==> src/core/venc_pkg.sv <==
// Shared constants for the video encoder pin port
package venc_pkg;
  // Register byte offsets
  localparam logic [7:0] OFS_MODE   = 8'h00;
  localparam logic [7:0] OFS_MODE2  = 8'h04;
  localparam logic [7:0] OFS_DAC    = 8'h08;
  localparam logic [7:0] OFS_STATUS = 8'h0C;
  localparam logic [7:0] OFS_PIXEL  = 8'h10;

  // Mode register fields
  localparam int MODE_PAL_BIT    = 0;
  localparam int MODE_MASTER_BIT = 1;
  localparam int MODE_TMODE_LSB  = 2;
  localparam int MODE_PIX16_BIT  = 4;

  // Second mode register fields
  localparam int MODE2_SC_LO_BIT = 1;
  localparam int MODE2_SC_HI_BIT = 2;
  localparam int MODE2_TTX_BIT   = 3;

  // Values after reset
  localparam logic [7:0] MODE_RESET  = 8'h00;
  localparam logic [7:0] MODE2_RESET = 8'h00;
  localparam logic [3:0] DAC_RESET   = 4'h7;

  // Serial control-port address, upper six bits, value is arbitrary
  localparam logic [5:0] SERIAL_ADDR_BASE = 6'h2A;

  // Timing generator counts, plain defaults
  localparam logic [11:0] LINE_CLOCKS   = 12'h400;
  localparam logic [9:0]  FIELD_LINES   = 10'h106;
  localparam logic [11:0] HSYNC_CLOCKS  = 12'h040;
  localparam logic [9:0]  VSYNC_LINES   = 10'h003;
  localparam logic [9:0]  VBI_LINES     = 10'h014;

  typedef enum logic [1:0] {TMODE_0, TMODE_1, TMODE_2, TMODE_3} timing_mode_t;
  typedef enum logic [1:0] {SC_OFF, SC_RESET, SC_RTC, SC_OFF2} sc_cfg_t;
endpackage

==> src/core/subcarrier_ctrl.sv <==
// Subcarrier reset and real-time control input handling
`timescale 1ns/1ps
module subcarrier_ctrl (
  // Clock and reset
  input  wire logic              clk,
  input  wire logic              arst_n,
  // Configuration and events
  input  wire venc_pkg::sc_cfg_t cfg,
  input  wire logic              field_start,
  input  wire logic              subcarrier_ctrl_pin,
  // Status
  output logic [1:0]             field_seq,
  output logic                   rtc_lock,
  output logic [7:0]             rtc_word
);
  typedef struct packed {
    logic       pin_d;
    logic [1:0] seq;
    logic [7:0] word;
    logic [2:0] bits;
    logic       lock;
  } sc_state_t;

  sc_state_t st;
  sc_state_t next_st;

  always_comb begin
    next_st = st;
    next_st.pin_d = subcarrier_ctrl_pin;
    if (field_start) begin
      next_st.seq = st.seq + 2'h1;
    end
    case (cfg)
      venc_pkg::SC_RESET: begin
        if (!st.pin_d && subcarrier_ctrl_pin) begin
          next_st.seq = 2'h0;
        end
        next_st.lock = 1'b0;
      end
      venc_pkg::SC_RTC: begin
        next_st.word = {st.word[6:0], subcarrier_ctrl_pin};
        next_st.bits = st.bits + 3'h1;
        if (st.bits == 3'h7) begin
          next_st.lock = 1'b1;
        end
      end
      default: begin
        next_st.lock = 1'b0;
        next_st.bits = 3'h0;
      end
    endcase
  end

  always_ff @(posedge clk or negedge arst_n) begin
    if (!arst_n) begin
      st <= '{pin_d: 1'b0, seq: 2'h0, word: 8'h00, bits: 3'h0, lock: 1'b0};
    end else begin
      st <= next_st;
    end
  end

  assign field_seq = st.seq;
  assign rtc_lock  = st.lock;
  assign rtc_word  = st.word;
endmodule

==> src/core/sync_timing_gen.sv <==
// Video timing generator with master and slave sync pins
`timescale 1ns/1ps
module sync_timing_gen (
  // Clock and reset
  input  wire logic                  clk,
  input  wire logic                  arst_n,
  // Configuration
  input  wire logic                  master,
  input  wire venc_pkg::timing_mode_t tmode,
  // Sync pins
  input  wire logic                  hsync_in,
  input  wire logic                  field_vsync_in,
  output logic                       hsync_out,
  output logic                       hsync_oe_n,
  output logic                       field_vsync_out,
  output logic                       field_vsync_oe_n,
  // Timing status
  output logic                       line_start,
  output logic                       field_start,
  output logic                       vbi,
  output logic                       field
);
  typedef struct packed {
    logic [11:0] h_cnt;
    logic [9:0]  v_cnt;
    logic        field;
    logic        hs_out;
    logic        fv_out;
    logic        hs_oe_n;
    logic        fv_oe_n;
    logic        hs_d;
    logic        fv_d;
    logic        line_start;
    logic        field_start;
    logic        vbi;
  } tg_state_t;

  tg_state_t st;
  tg_state_t next_st;
  logic      drive;
  logic      line_end;
  logic      field_end;

  always_comb begin
    next_st = st;
    next_st.line_start  = 1'b0;
    next_st.field_start = 1'b0;
    next_st.hs_d = hsync_in;
    next_st.fv_d = field_vsync_in;
    drive = master && (tmode == venc_pkg::TMODE_1 || tmode == venc_pkg::TMODE_2);
    line_end  = (st.h_cnt == venc_pkg::LINE_CLOCKS - 12'h001);
    field_end = line_end && (st.v_cnt == venc_pkg::FIELD_LINES - 10'h001);
    // Free-running counters
    next_st.h_cnt = line_end ? 12'h000 : st.h_cnt + 12'h001;
    if (line_end) begin
      next_st.line_start = 1'b1;
      next_st.v_cnt = field_end ? 10'h000 : st.v_cnt + 10'h001;
    end
    if (field_end) begin
      next_st.field = ~st.field;
      next_st.field_start = 1'b1;
    end
    // Slave: realign on incoming sync edges
    if (!master) begin
      if (st.hs_d && !hsync_in) begin
        next_st.h_cnt = 12'h000;
        next_st.line_start = 1'b1;
      end
      if (tmode == venc_pkg::TMODE_2 && st.fv_d && !field_vsync_in) begin
        next_st.v_cnt = 10'h000;
        next_st.field = ~st.field;
        next_st.field_start = 1'b1;
      end else if (tmode == venc_pkg::TMODE_1 && st.fv_d != field_vsync_in) begin
        next_st.v_cnt = 10'h000;
        next_st.field = field_vsync_in;
        next_st.field_start = 1'b1;
      end
    end
    // Master in modes 1 and 2: drive pins, oe low while driving
    next_st.hs_oe_n = ~drive;
    next_st.fv_oe_n = ~drive;
    next_st.hs_out = ~(next_st.h_cnt < venc_pkg::HSYNC_CLOCKS);
    if (tmode == venc_pkg::TMODE_1) begin
      next_st.fv_out = next_st.field;
    end else begin
      next_st.fv_out = ~(next_st.v_cnt < venc_pkg::VSYNC_LINES);
    end
    next_st.vbi = next_st.v_cnt < venc_pkg::VBI_LINES;
  end

  // Reset reinitialises the generator
  always_ff @(posedge clk or negedge arst_n) begin
    if (!arst_n) begin
      st <= '{h_cnt: 12'h000, v_cnt: 10'h000, field: 1'b0, hs_out: 1'b1, fv_out: 1'b1,
              hs_oe_n: 1'b1, fv_oe_n: 1'b1, hs_d: 1'b1, fv_d: 1'b1, line_start: 1'b0,
              field_start: 1'b0, vbi: 1'b1};
    end else begin
      st <= next_st;
    end
  end

  assign hsync_out        = st.hs_out;
  assign hsync_oe_n       = st.hs_oe_n;
  assign field_vsync_out  = st.fv_out;
  assign field_vsync_oe_n = st.fv_oe_n;
  assign line_start       = st.line_start;
  assign field_start      = st.field_start;
  assign vbi              = st.vbi;
  assign field            = st.field;
endmodule

==> src/core/video_encoder_pin_port.sv <==
// Top of the video encoder pin port with Avalon-MM register slave
//
// Implementation choices: the Avalon-MM interface to the registers and the register offsets.
`timescale 1ns/1ps
// Overview of operation
// - Pixel port takes 8-bit or 16-bit YCrCb.
// - Horizontal sync driven as master in timing modes 1 and 2, received as slave.
// - Field or vsync pin by timing mode.
// - Pixel inputs ignored while blanking is low.
// - Address select pin sets address LSB.
// - Reset restores NTSC, slave mode 0, 8-bit.
// - Reset powers converters one to three on, four off.
// - Two mode bits choose subcarrier pin function.
// - Rising edge resets subcarrier sequence to zero.
// - In the RTC setting pin is real-time subcarrier lock input; the two off settings leave it unused.
// - Teletext request held low when not selected.
// - Teletext data reads high when not selected.
module video_encoder_pin_port (
  // Clock and reset
  input  wire logic        clk,
  input  wire logic        arst_n,
  // Avalon-MM register slave
  input  wire logic [7:0]  address,
  input  wire logic        read,
  input  wire logic        write,
  input  wire logic [31:0] writedata,
  input  wire logic [3:0]  byteenable,
  output logic [31:0]      readdata,
  output logic             waitrequest,
  // Pixel port
  input  wire logic [15:0] pixel_bus,
  input  wire logic        blank_n,
  output logic [15:0]      pixel_word,
  output logic             pixel_valid,
  // Sync pins
  input  wire logic        hsync_in,
  output logic             hsync_out,
  output logic             hsync_oe_n,
  input  wire logic        field_vsync_in,
  output logic             field_vsync_out,
  output logic             field_vsync_oe_n,
  // Serial control-port address
  input  wire logic        addr_select_pin,
  output logic [6:0]       serial_slave_addr,
  // Subcarrier control pin
  input  wire logic        subcarrier_ctrl_pin,
  // Teletext port
  output logic             teletext_request_out,
  input  wire logic        teletext_data_in,
  output logic             teletext_bit,
  // Output converter power enables
  output logic [3:0]       dac_power
);
  typedef struct packed {
    logic [7:0]  mode;
    logic [7:0]  mode2;
    logic [3:0]  dac;
    logic [31:0] rdata;
    logic        wait_n;
    logic [15:0] pix;
    logic        pix_valid;
    logic [6:0]  saddr;
    logic        ttx_req;
    logic        ttx_bit;
  } top_state_t;

  top_state_t st;
  top_state_t next_st;

  logic                   master;
  venc_pkg::timing_mode_t tmode;
  venc_pkg::sc_cfg_t      sc_cfg;
  logic                   ttx_en;
  logic                   line_start;
  logic                   field_start;
  logic                   vbi;
  logic                   field;
  logic [1:0]             field_seq;
  logic                   rtc_lock;
  logic [7:0]             rtc_word;
  logic [31:0]            rd_mux;
  logic                   access;

  assign master = st.mode[venc_pkg::MODE_MASTER_BIT];
  assign tmode  = venc_pkg::timing_mode_t'(st.mode[venc_pkg::MODE_TMODE_LSB +: 2]);
  assign sc_cfg = venc_pkg::sc_cfg_t'({st.mode2[venc_pkg::MODE2_SC_HI_BIT],
                                       st.mode2[venc_pkg::MODE2_SC_LO_BIT]});
  assign ttx_en = st.mode2[venc_pkg::MODE2_TTX_BIT];

  sync_timing_gen u_timing (
    .clk              (clk),
    .arst_n           (arst_n),
    .master           (master),
    .tmode            (tmode),
    .hsync_in         (hsync_in),
    .field_vsync_in   (field_vsync_in),
    .hsync_out        (hsync_out),
    .hsync_oe_n       (hsync_oe_n),
    .field_vsync_out  (field_vsync_out),
    .field_vsync_oe_n (field_vsync_oe_n),
    .line_start       (line_start),
    .field_start      (field_start),
    .vbi              (vbi),
    .field            (field)
  );

  subcarrier_ctrl u_subcarrier (
    .clk                 (clk),
    .arst_n              (arst_n),
    .cfg                 (sc_cfg),
    .field_start         (field_start),
    .subcarrier_ctrl_pin (subcarrier_ctrl_pin),
    .field_seq           (field_seq),
    .rtc_lock            (rtc_lock),
    .rtc_word            (rtc_word)
  );

  // Read data selection
  always_comb begin
    rd_mux = 32'h0000_0000;
    if (address == venc_pkg::OFS_MODE) begin
      rd_mux = {24'h00_0000, st.mode};
    end else if (address == venc_pkg::OFS_MODE2) begin
      rd_mux = {24'h00_0000, st.mode2};
    end else if (address == venc_pkg::OFS_DAC) begin
      rd_mux = {28'h000_0000, st.dac};
    end else if (address == venc_pkg::OFS_STATUS) begin
      rd_mux = {8'h00, rtc_word, 1'b0, st.saddr, st.ttx_bit, vbi, field, rtc_lock,
                2'h0, field_seq};
    end else if (address == venc_pkg::OFS_PIXEL) begin
      rd_mux = {15'h0000, st.pix_valid, st.pix};
    end
  end

  always_comb begin
    next_st = st;
    access = read || write;
    // Bus: one wait cycle, then the answer for one cycle
    next_st.wait_n = access && !st.wait_n;
    if (access && !st.wait_n) begin
      next_st.rdata = rd_mux;
    end
    if (write && st.wait_n && byteenable[0]) begin
      if (address == venc_pkg::OFS_MODE) begin
        next_st.mode = writedata[7:0];
      end else if (address == venc_pkg::OFS_MODE2) begin
        next_st.mode2 = writedata[7:0];
      end else if (address == venc_pkg::OFS_DAC) begin
        next_st.dac = writedata[3:0];
      end
    end
    // Pixel capture, sampled on the rising edge
    next_st.pix_valid = blank_n;
    if (blank_n) begin
      if (st.mode[venc_pkg::MODE_PIX16_BIT]) begin
        next_st.pix = pixel_bus;
      end else begin
        next_st.pix = {8'h00, pixel_bus[7:0]};
      end
    end
    // Serial address follows the select pin
    next_st.saddr = {venc_pkg::SERIAL_ADDR_BASE, addr_select_pin};
    // Teletext request once per blanking line
    next_st.ttx_req = ttx_en && vbi && line_start;
    next_st.ttx_bit = ttx_en ? teletext_data_in : 1'b1;
  end

  always_ff @(posedge clk or negedge arst_n) begin
    if (!arst_n) begin
      st <= '{mode: venc_pkg::MODE_RESET, mode2: venc_pkg::MODE2_RESET,
              dac: venc_pkg::DAC_RESET, rdata: 32'h0000_0000, wait_n: 1'b0,
              pix: 16'h0000, pix_valid: 1'b0, saddr: 7'h00, ttx_req: 1'b0,
              ttx_bit: 1'b1};
    end else begin
      st <= next_st;
    end
  end

  assign readdata             = st.rdata;
  assign waitrequest          = ~st.wait_n;
  assign pixel_word           = st.pix;
  assign pixel_valid          = st.pix_valid;
  assign serial_slave_addr    = st.saddr;
  assign teletext_request_out = st.ttx_req;
  assign teletext_bit         = st.ttx_bit;
  assign dac_power            = st.dac;
endmodule

==> config.mk <==
export PLATFORM = sky130hd
export DESIGN_NAME = video_encoder_pin_port
export DESIGN_NICKNAME = d
export VERILOG_FILES = /design/src/core/venc_pkg.sv /design/src/core/subcarrier_ctrl.sv /design/src/core/sync_timing_gen.sv /design/src/core/video_encoder_pin_port.sv
export SDC_FILE = /design/constraint.sdc
export NUM_CORES = 1
export LEC_CHECK = 0
export BUFFER_PORTS_ARGS = -buffer_cell sky130_fd_sc_hd__buf_2
export CORE_UTILIZATION = 45
export CTS_BUF_LIST = sky130_fd_sc_hd__clkbuf_4 sky130_fd_sc_hd__clkbuf_8
export DETAILED_ROUTE_END_ITERATION = 12
export GPL_ROUTABILITY_DRIVEN = 0
export PLACE_DENSITY = 0.7
export SYNTH_ARGS = -nofsm -noshare
export SYNTH_HDL_FRONTEND = slang
export SYNTH_HIERARCHICAL = 1
export SYNTH_SLANG_ARGS = --single-unit
==> constraint.sdc <==
create_clock -name clk -period 3.4 [get_ports clk]
set_input_delay 0.68 -clock clk [delete_from_list [all_inputs] [get_ports clk]]
set_output_delay 0.68 -clock clk [all_outputs]
set_load 0.02 [all_outputs]
### Yosys cells after proc, flatten, opt, wreduce, memory -nomap -nowiden

Cells that the tools add are included.

| cells by class | value |
|---|---|
| add/subtract/negate cells | 4 |
| multiply operators | 0 |
| divide/modulo/power cells | 0 |
| order comparisons | 3 |
| equal/unequal tests | 13 |
| shift-type cells | 0 |
| muxes and demuxes | 28 |
| bitwise logic cells | 7 |
| reduce and logical (&&, ||, !) cells | 22 |

Operators by type and width:

| kind | number |
|---|---|
| $mux 24 | 3 |
| $mux 32 | 1 |
| $mux 12 | 2 |
| $mux 23 | 1 |
| $mux 11 | 2 |
| $mux 10 | 2 |
| $mux 17 | 1 |
| $eq 8x4->1 const B | 2 |
| $mux 16 | 1 |
| $add 12x1->12 const B | 1 |
| $eq 12x10->1 const B | 1 |
| $logic_and 1x1->1 | 12 |
| $lt 12x7->1 const B | 1 |
| $add 10x1->10 const B | 1 |
| $eq 10x9->1 const B | 1 |
| $lt 10x2->1 const B | 1 |
| $lt 10x5->1 const B | 1 |
| $mux 1 | 10 |
| $eq 8x3->1 const B | 1 |
| $eq 8x5->1 const B | 1 |
| $logic_not 8->1 | 1 |
| $mux 2 | 4 |
| $not 1->1 | 7 |
| $pmux 3 s2 | 1 |
| 12 further kinds | 18 |

| word-level totals | value |
|---|---|
| bits in registers | 120 |
| bits in latches | 0 |
| RAM bits | 0 |
| memory bits (read-only) | 0 |
| input port bits | 70 |
| output and inout port bits | 67 |
| word-level logic and storage cells | 103 |
| memories kept | 0 |

### Longest topological paths before layout

Gate-level depths: netlist (run 1).

| logic depth | value |
|---|---|
| depth after elaboration | 10 |
| gate-level depth with buffers | 9 |
| mapped depth without buffers | 8 |

### Hierarchy

The synthesis (run 1) kept the hierarchy.

By module, submodules not included:

| module | times used | cells an instance | area an instance (um^2) | sequential area each (um^2) |
|---|---|---|---|---|
| video_encoder_pin_port | 1 | 304 | 3,311.9 | 1,656.6 |
| sync_timing_gen | 1 | 178 | 1,671.6 | 783.3 |
| subcarrier_ctrl | 1 | 48 | 706.9 | 375.4 |

### Worst setup path after synthesis (run 1)

Ideal clock, no wire load.

| timing | value |
|---|---|
| kind | input port to flip-flop |
| start point | in address[1] |
| end point | reg st, in the netlist sc_cfg[0] |
| setup time | 125 ps |
| data arrival time | 2,370 ps |
| required time | 3,275 ps |
| path slack | 905 ps |
| cell stages on the path | 6 |
| buffers on the path | 2 |
| cells stage by stage | or4_1 -> buf_2 -> or2_1 -> buf_6 -> nor3_4 -> mux2_2 |

| on the way | value |
|---|---|
| cells in the longest elaborated chain, start to end | 3 |
| elaborated cells on any way between the ends | 4 |
| classes of those cells | eq/ne (1); bitwise (1); reduce/logical (2) |

RTL lines:

| item | RTL line | text |
|---|---|---|
| start: declaration | video_encoder_pin_port.sv:23 | `input wire logic [7:0] address,` |
| $logic_not 8->1 | video_encoder_pin_port.sv:144 | `if (address == venc_pkg::OFS_MODE) begin` |
| $not 1->1 (no line) | n/a |  |
| $reduce_and 3->1 (no line) * | n/a |  |
| end signal: assignment | video_encoder_pin_port.sv:170 | `st <= '{mode: venc_pkg::MODE_RESET, mode2: venc_pkg::MODE2_RESET,` |
| end signal: assignment | video_encoder_pin_port.sv:175 | `st <= next_st;` |
| end: declaration | video_encoder_pin_port.sv:67 | `top_state_t st;` |

Mark *: on every way between the ends. The rest lies on a longest branch, timed or not.
A chain may end at the register's enable or synchronous reset.

### Final worst setup path (run 1)

| timing | value |
|---|---|
| start point | in address[1] |
| end point | reg st[76] (netlist name) |

| on the way | value |
|---|---|
| cells in the longest elaborated chain, start to end | 2 |

RTL lines:

| item | RTL line |
|---|---|
| $logic_not 8->1 | video_encoder_pin_port.sv:144 |
| $reduce_and 2->1 (no line) | n/a |

Every way passes these cells.

==> metrics, run 1 <==
Skew-Pair Late Insertion Delay=0.38 ns; R2R cell count=6; cells after synthesis=530; Int Power=1770 uW; DR DRC count=0; fin crit share=0.733; clock skew=0.0108 ns; clk root buf=clkbuf_8; critical path required time=3.68 ns; DRT Pass-1 Iters=4; Setup Viol. Count Final=0; CTS tree=done; initial antenna violation count=0; multi-input gate area in the final layout=0.00220 mm2; Post-CTS Setup Inserts=0; WL/cell=15.7 um; clock power share=0.315; IO buf count=98; vias per inst=5.32; antenna diode count=0; cell with the most instances after synthesis=dfrtp_1; combinational power share=0.098; hold_buf cts=0; DP HPWL=8.28 mm; Synth Cell Area=0.00569 mm2; Synth Flop Type=dfrtp_1; reg2reg start=u_timing/st[20]; Sw Share=0.274; GRT overflow=0; Max clock buf depth=2; Leakage=0.00290 uW; core area=0.0122 mm2; Mean Syn Cell Area=10.7 um2; die height=114 um; Register Area=0.00282 mm2; post_cts resized=0; Die ar.=0.0131 mm2; final worst path period need=2.49 ns; Total Routing Usage GR=0.183; layout cell share with drive strength beyond 1=0.316; status=complete, no violations; EDFF count, synth=0; fill count=1121; largest net degree at the start of global routing=59; Worst setup EP type=register; placed insts=716; largest area contributor in the netlist=dfrtp_1; main area contributors after synthesis=dfrtp_1 45%, buf_4 9.4%, mux2_2 6.1%, dfstp_2 4.6%, nor2_1 2.8%; Yosys cell types=68; WS Path Type=primary input to register; vias in the first global route=3792; final net count=636; pwr dens=404 mW/mm2; Yosys top cell area share=0.449; Non-Filler Instances=732; Post-synth top cells=102 x dfrtp_1, 71 x buf_4, 42 x nor2_1; WP data arrival=2.77 ns; clock slew at the register clock pins of the worst setup and hold paths=0.11 ns; CP max FO=9; Worst Tran Pin Value=0.697 ns; Antenna Violating Nets Remaining=0; Sw Pwr=666 uW; area grow syn2layout=5.83%; synth warn=6; CTS Sinks=112; flop-to-flop setup slack=1.16 ns; VDD IR max=151 uV; die width=114 um; total power draw=2430 uW; H-tree levels=3; Sequential Power Share=0.586; via count=3895; final hold vios=0; Pins Over Slew Limit=0; Yosys reg bits=112; WL final=11.5 mm; initial drt markers=184; register area share after synthesis=0.495; max_cap viols=0; CTS buffer count=9; Placed Instance Area=0.00583 mm2; Cell Rows=40; slew margin rel.=0.536; fmax=401 MHz; # IOs=137; Async SR Flop Fraction=1.00; fin area=0.00602 mm2; Hold WC Path Type=primary input to async pin; Setup TNS Final=0 ns; unrepaired setup endpoints after global routing=no; first-pass GRT wire length=18.7 mm; Worst R2R End=u_timing/hsync_out; startpoint types=primary input; initial core utilization=0.468
## cell type report
cell class / count / area share
inverters: 20 / 0.0125
well taps: 168 / 0.0349
flip-flops and latches: 112 / 0.467
repair buffers: 101 / 0.0877
clock buffers: 10 / 0.0229
multi-input cells: 315 / 0.366
clock inverters: 6 / 0.00873
## registers in the layout, indices dropped and copies added (netlist names)
register,flops
serial_slave_addr,2
u_timing/field,1
u_subcarrier/rtc_lock,1
u_timing/field_start,1
u_subcarrier/field_seq,2
pixel_valid,1
u_subcarrier/st,4
master,1
sc_cfg,2
u_timing/field_vsync_out,1
readdata,24
teletext_bit,1
u_timing/st,24
st,14
u_timing/field_vsync_oe_n,1
teletext_request_out,1
u_timing/hsync_out,1
dac_power,4
u_subcarrier/rtc_word,8
u_timing/line_start,1
pixel_word,16
u_timing/vbi,1
## worst max path at each step
stage	startpoint	endpoint	slack, ns	cells past startpoint
after global routing	address[1]	st[74]	0.85	5
final	address[1]	st[76]	0.91	5
after CTS	address[1]	st[76]	0.95	5
after detailed placement	address[1]	st[76]	0.52	5
after floorplan	address[1]	sc_cfg[0]	0.91	6
after global placement	address[1]	st[67]	0.58	5
## worst max-delay path: stages
cell and delay (ns):
buf_2 0.09, or4_1 0.64, or2_1 0.44, nor3_4 0.51, mux2_2 0.39
## layer usage
layer	wire, um	GRT usage	vias up	share of wire
li1	-	-	1815	-
met2	5600	0.309	118	0.49
met3	606	0.0376	7	0.053
met4	96	0.0589	0	0.0084
met5	0	0	-	0
met1	5160	0.237	1955	0.45
## power by group through the flow
stage / Sequential [uW] / Combinational (uW) / Clock (uW)
global route: 1430 / 269 / 858
finish: 1430 / 239 / 766
floorplan: 1440 / 184 / 0
global placement: 1450 / 237 / 0
CTS: 1430 / 243 / 808
detailed placement: 1450 / 242 / 0
## cells in the final DEF (no fill, tap or decap), types with 3 or more instances in the layout
| cell type | count |
|---|---|
| dfrtp_1 | 102 |
| buf_2 | 97 |
| nor2_1 | 42 |
| mux2_2 | 31 |
| nand2_1 | 28 |
| nand3_1 | 22 |
| inv_1 | 20 |
| o21ai_0 | 17 |
| a22o_1 | 15 |
| conb_1 | 12 |
| xor2_1 | 12 |
| nor3_1 | 11 |
| clkbuf_8 | 10 |
| dfstp_2 | 10 |
| a21oi_1 | 9 |
| xnor2_1 | 9 |
| nor2b_1 | 8 |
| ha_1 | 7 |
| nand4_1 | 7 |
| mux2_4 | 6 |
| o41ai_1 | 5 |
| and4_1 | 5 |
| nand2b_1 | 4 |
| and2_1 | 4 |
| o22ai_1 | 4 |
| a22oi_1 | 4 |
| a21o_1 | 3 |
| o31ai_1 | 3 |
| buf_4 | 3 |
| nor3b_1 | 3 |
## per-stage QoR
stage / utilization / hold WS, ns / setup slack [ns]
global placement: 0.480 / 0.454 / 0.578
floorplan: - / 0.384 / 0.905
global route: 0.495 / 0.360 / 0.851
CTS: 0.495 / 0.331 / 0.955
finish: 0.495 / 0.327 / 0.909
detailed placement: 0.480 / 0.461 / 0.516
## kinds of logic (layout without fill, tap and decap cells)
family | after synthesis | in the layout | synth area share
simple gates | 157 | 157 | 0.151
buf+inv | 113 | 137 | 0.125
flops | 112 | 112 | 0.495
compound gates | 78 | 78 | 0.0972
mux | 40 | 40 | 0.0827
xor+xnor | 21 | 21 | 0.0323
fa+ha+maj | 7 | 7 | 0.0154
other cells | 2 | 12 | 0.00132
No activity file was read; power rests on OpenSTA's default activity.
==> run 2: changes to the inputs <==
--- a/config.mk
+++ b/config.mk
@@ -5,12 +5,13 @@
 export SDC_FILE = /design/constraint.sdc
 export NUM_CORES = 1
 export LEC_CHECK = 0
+export ABC_AREA = 1
 export BUFFER_PORTS_ARGS = -buffer_cell sky130_fd_sc_hd__buf_2
 export CORE_UTILIZATION = 45
 export CTS_BUF_LIST = sky130_fd_sc_hd__clkbuf_4 sky130_fd_sc_hd__clkbuf_8
 export DETAILED_ROUTE_END_ITERATION = 12
 export GPL_ROUTABILITY_DRIVEN = 0
-export PLACE_DENSITY = 0.7
+export PLACE_DENSITY = 0.72
 export SYNTH_ARGS = -nofsm -noshare
 export SYNTH_HDL_FRONTEND = slang
 export SYNTH_HIERARCHICAL = 1
==> constraint.sdc (replaced) <==
create_clock -name clk -period 2.2 [get_ports clk]
set_input_delay 0.44 -clock clk [delete_from_list [all_inputs] [get_ports clk]]
set_output_delay 0.44 -clock clk [all_outputs]
set_load 0.02 [all_outputs]
==> run 2 against run 1 <==
- sequential cell count stayed put
- power rose by 64%
- non-clock buffer count grew 11
- area after synthesis increased by 2.8%
- register-to-register slack got worse by 0.93 ns
- combinational power grew 73%
- critical path type is now register to register
- highest routed layer unchanged
==> metrics, run 2 <==
synth warn=6 (unchanged); Skew-Pair Late Insertion Delay=0.38 ns (about the same); WP data arrival=2.28 ns (was 2.77 ns); VDD IR max=368 uV (was 151 uV); Synth Flop Type=dfrtp_1 (unchanged); CTS Sinks=112 (unchanged); total power draw=3990 uW (was 2430 uW); Worst setup EP type=register (unchanged); Post-CTS Setup Inserts=0 (unchanged); startpoint types=register (was primary input); antenna diode count=0 (unchanged); # IOs=137 (unchanged); Setup Viol. Count Final=0 (unchanged); layout cell share with drive strength beyond 1=0.227 (was 0.316); post_cts resized=0 (unchanged); first-pass GRT wire length=19.9 mm (was 18.7 mm); fill count=1233 (was 1121); Leakage=0.00347 uW (was 0.00290 uW); Async SR Flop Fraction=1.00 (unchanged); Yosys cell types=40 (was 68); cell with the most instances after synthesis=nand2_1 (was dfrtp_1); IO buf count=98 (unchanged); slew margin rel.=0.639 (was 0.536); DRT Pass-1 Iters=5 (was 4); status=complete, no violations (unchanged); main area contributors after synthesis=dfrtp_1 44%, nand2_1 11%, buf_4 9.1%, inv_1 5.6%, nand3_1 5.0% (was dfrtp_1 45%, buf_4 9.4%, mux2_2 6.1%, dfstp_2 4.6%, nor2_1 2.8%); largest net degree at the start of global routing=70 (was 59); Pins Over Slew Limit=0 (unchanged); clock power share=0.343 (was 0.315); commonest non-fill, non-tap cell in the layout=nand2_1 (was dfrtp_1); area grow syn2layout=8.04% (was 5.83%); via count=4419 (was 3895); Cell Rows=41 (was 40); initial core utilization=0.462 (was 0.468); die width=116 um (was 114 um); unrepaired setup endpoints after global routing=no (unchanged); Mean Syn Cell Area=8.19 um2 (was 10.7 um2); CTS tree=done (unchanged); Die ar.=0.0135 mm2 (was 0.0131 mm2); final worst path period need=1.97 ns; max_cap viols=0 (unchanged); Sw Share=0.259 (was 0.274); largest area contributor in the netlist=dfrtp_1 (unchanged); Hold WC Path Type=primary input to register (was primary input to async pin); CP max FO=4 (was 9); CTS buffer count=9 (unchanged); Antenna Violating Nets Remaining=0 (unchanged); Sw Pwr=1030 uW (was 666 uW); Worst Tran Pin Value=0.541 ns (was 0.697 ns); Sequential Power Share=0.553 (was 0.586); reg2reg start=st[74] (was u_timing/st[20]); Max clock buf depth=2 (unchanged); vias in the first global route=4236 (was 3792); EDFF count, synth=0 (unchanged); core area=0.0127 mm2 (was 0.0122 mm2); Synth Cell Area=0.00585 mm2 (was 0.00569 mm2); clock slew at the register clock pins of the worst setup and hold paths=0.10 ns (was 0.11 ns); WL final=11.9 mm (was 11.5 mm); fmax=508 MHz; DP HPWL=8.87 mm (was 8.28 mm); vias per inst=4.71 (was 5.32); register area share after synthesis=0.481 (was 0.495); Post-synth top cells=174 x nand2_1, 102 x dfrtp_1, 88 x inv_1 (was 102 x dfrtp_1, 71 x buf_4, 42 x nor2_1); clock skew=0.0127 ns (was 0.0108 ns); Yosys top cell area share=0.436 (was 0.449); GRT overflow=0 (unchanged); critical path required time=2.51 ns (was 3.68 ns); initial drt markers=299 (was 184); final hold vios=0 (unchanged); final net count=838 (was 636); most frequent cells in the layout=174 x nand2_1, 102 x dfrtp_1, 97 x buf_2, 88 x inv_1 (was 102 x dfrtp_1, 97 x buf_2, 42 x nor2_1, 31 x mux2_2, 28 x nand2_1); WL/cell=12.7 um (was 15.7 um); pwr dens=631 mW/mm2 (was 404 mW/mm2); WS Path Type=register to register (was primary input to register); critical path launch point=st[74] (was address[1]); fin crit share=0.896; die height=116 um (was 114 um); Yosys reg bits=112 (unchanged); Total Routing Usage GR=0.192 (was 0.183); DR DRC count=0 (unchanged); clk root buf=clkbuf_8 (unchanged); initial antenna violation count=0 (unchanged); Hold Startpoint=addr_select_pin; cells after synthesis=714 (was 530); Setup TNS Final=0 ns (unchanged); H-tree levels=3 (unchanged); combinational power share=0.104 (was 0.098); Int Power=2960 uW (was 1770 uW)
==> run 2: power groups by stage <==
stage	Combinational [uW]	Sequential (uW)	Clock, uW
after floorplan	312	2230	0
after global placement	412	2240	0
after detailed placement	416	2250	0
after CTS	420	2210	1420
after global routing	473	2220	1490
final	413	2210	1370
==> run 2: repair_timing <==
item	in CTS	in global routing
endpoints found under the hold margin	23	0
hold buffers	1	0
setup endpoints to repair	0	0
==> run 2: path summary, 6_finish.rpt <==
path,end,slack (ns),cells after the start
worst max-delay path,u_timing/field_vsync_out,0.23,12
worst min-delay path,serial_slave_addr[0],0.16,1
worst max register to register,u_timing/field_vsync_out,0.23,12
worst min register to register,u_timing/st[20],0.47,1
max in group asynchronous,u_timing/vbi,0.96,3
min in group asynchronous,readdata[20],0.50,2
==> run 2: final cells by class <==
type	count	area, um2	share of cell area
inverters	96	360	0.0570
clock buffers	11	139	0.0220
multi-input cells	430	2090	0.331
clock inverters	5	86.3	0.0137
well taps	172	215	0.0341
repair buffers	112	613	0.0970
flip-flops and latches	112	2820	0.446
==> run 2: per-stage QoR <==
stage          area, um2  utilization  hold slack (ns)  instances  setup slack [ns]
2_1_floorplan       5890            -            0.144        724             0.556
3_5_place_dp        6080        0.480            0.371        921             0.267
5_1_grt             6320        0.499            0.130        938            0.0174
6_report            6320        0.499            0.160        938             0.230
3_3_place_gp        6080        0.480            0.368        921             0.323
4_1_cts             6320        0.499            0.139        938             0.258
==> run 2: worst max-delay path: stages (launching register included) <==
cell and delay, ns:
dfrtp_1 0.42, inv_1 0.06, ha_1 0.20, o21ai_0 0.28
a21oi_1 0.12, nor2_1 0.16, buf_4 0.15, nand2_1 0.05
nor2_1 0.11, nor2_1 0.06, nand2_1 0.10, nor2_1 0.06
nor2_1 0.12
==> run 2: cell families after synthesis <==
kind of cell    after synthesis  share of synthesized area
fa+ha+maj                     7                     0.0150
compound gates               78                     0.0704
flops                       112                      0.481
buf+inv                     182                      0.168
other cells                   2                    0.00128
mux                           6                     0.0128
xor+xnor                      2                    0.00300
simple gates                325                      0.248
==> run 2: per-layer routing <==
| layer | global-route usage | part of all wire |
|---|---|---|
| met5 | 0 | 0 |
| met4 | 0.0624 | 0.013 |
| met3 | 0.0481 | 0.057 |
| met2 | 0.319 | 0.47 |
| met1 | 0.247 | 0.47 |
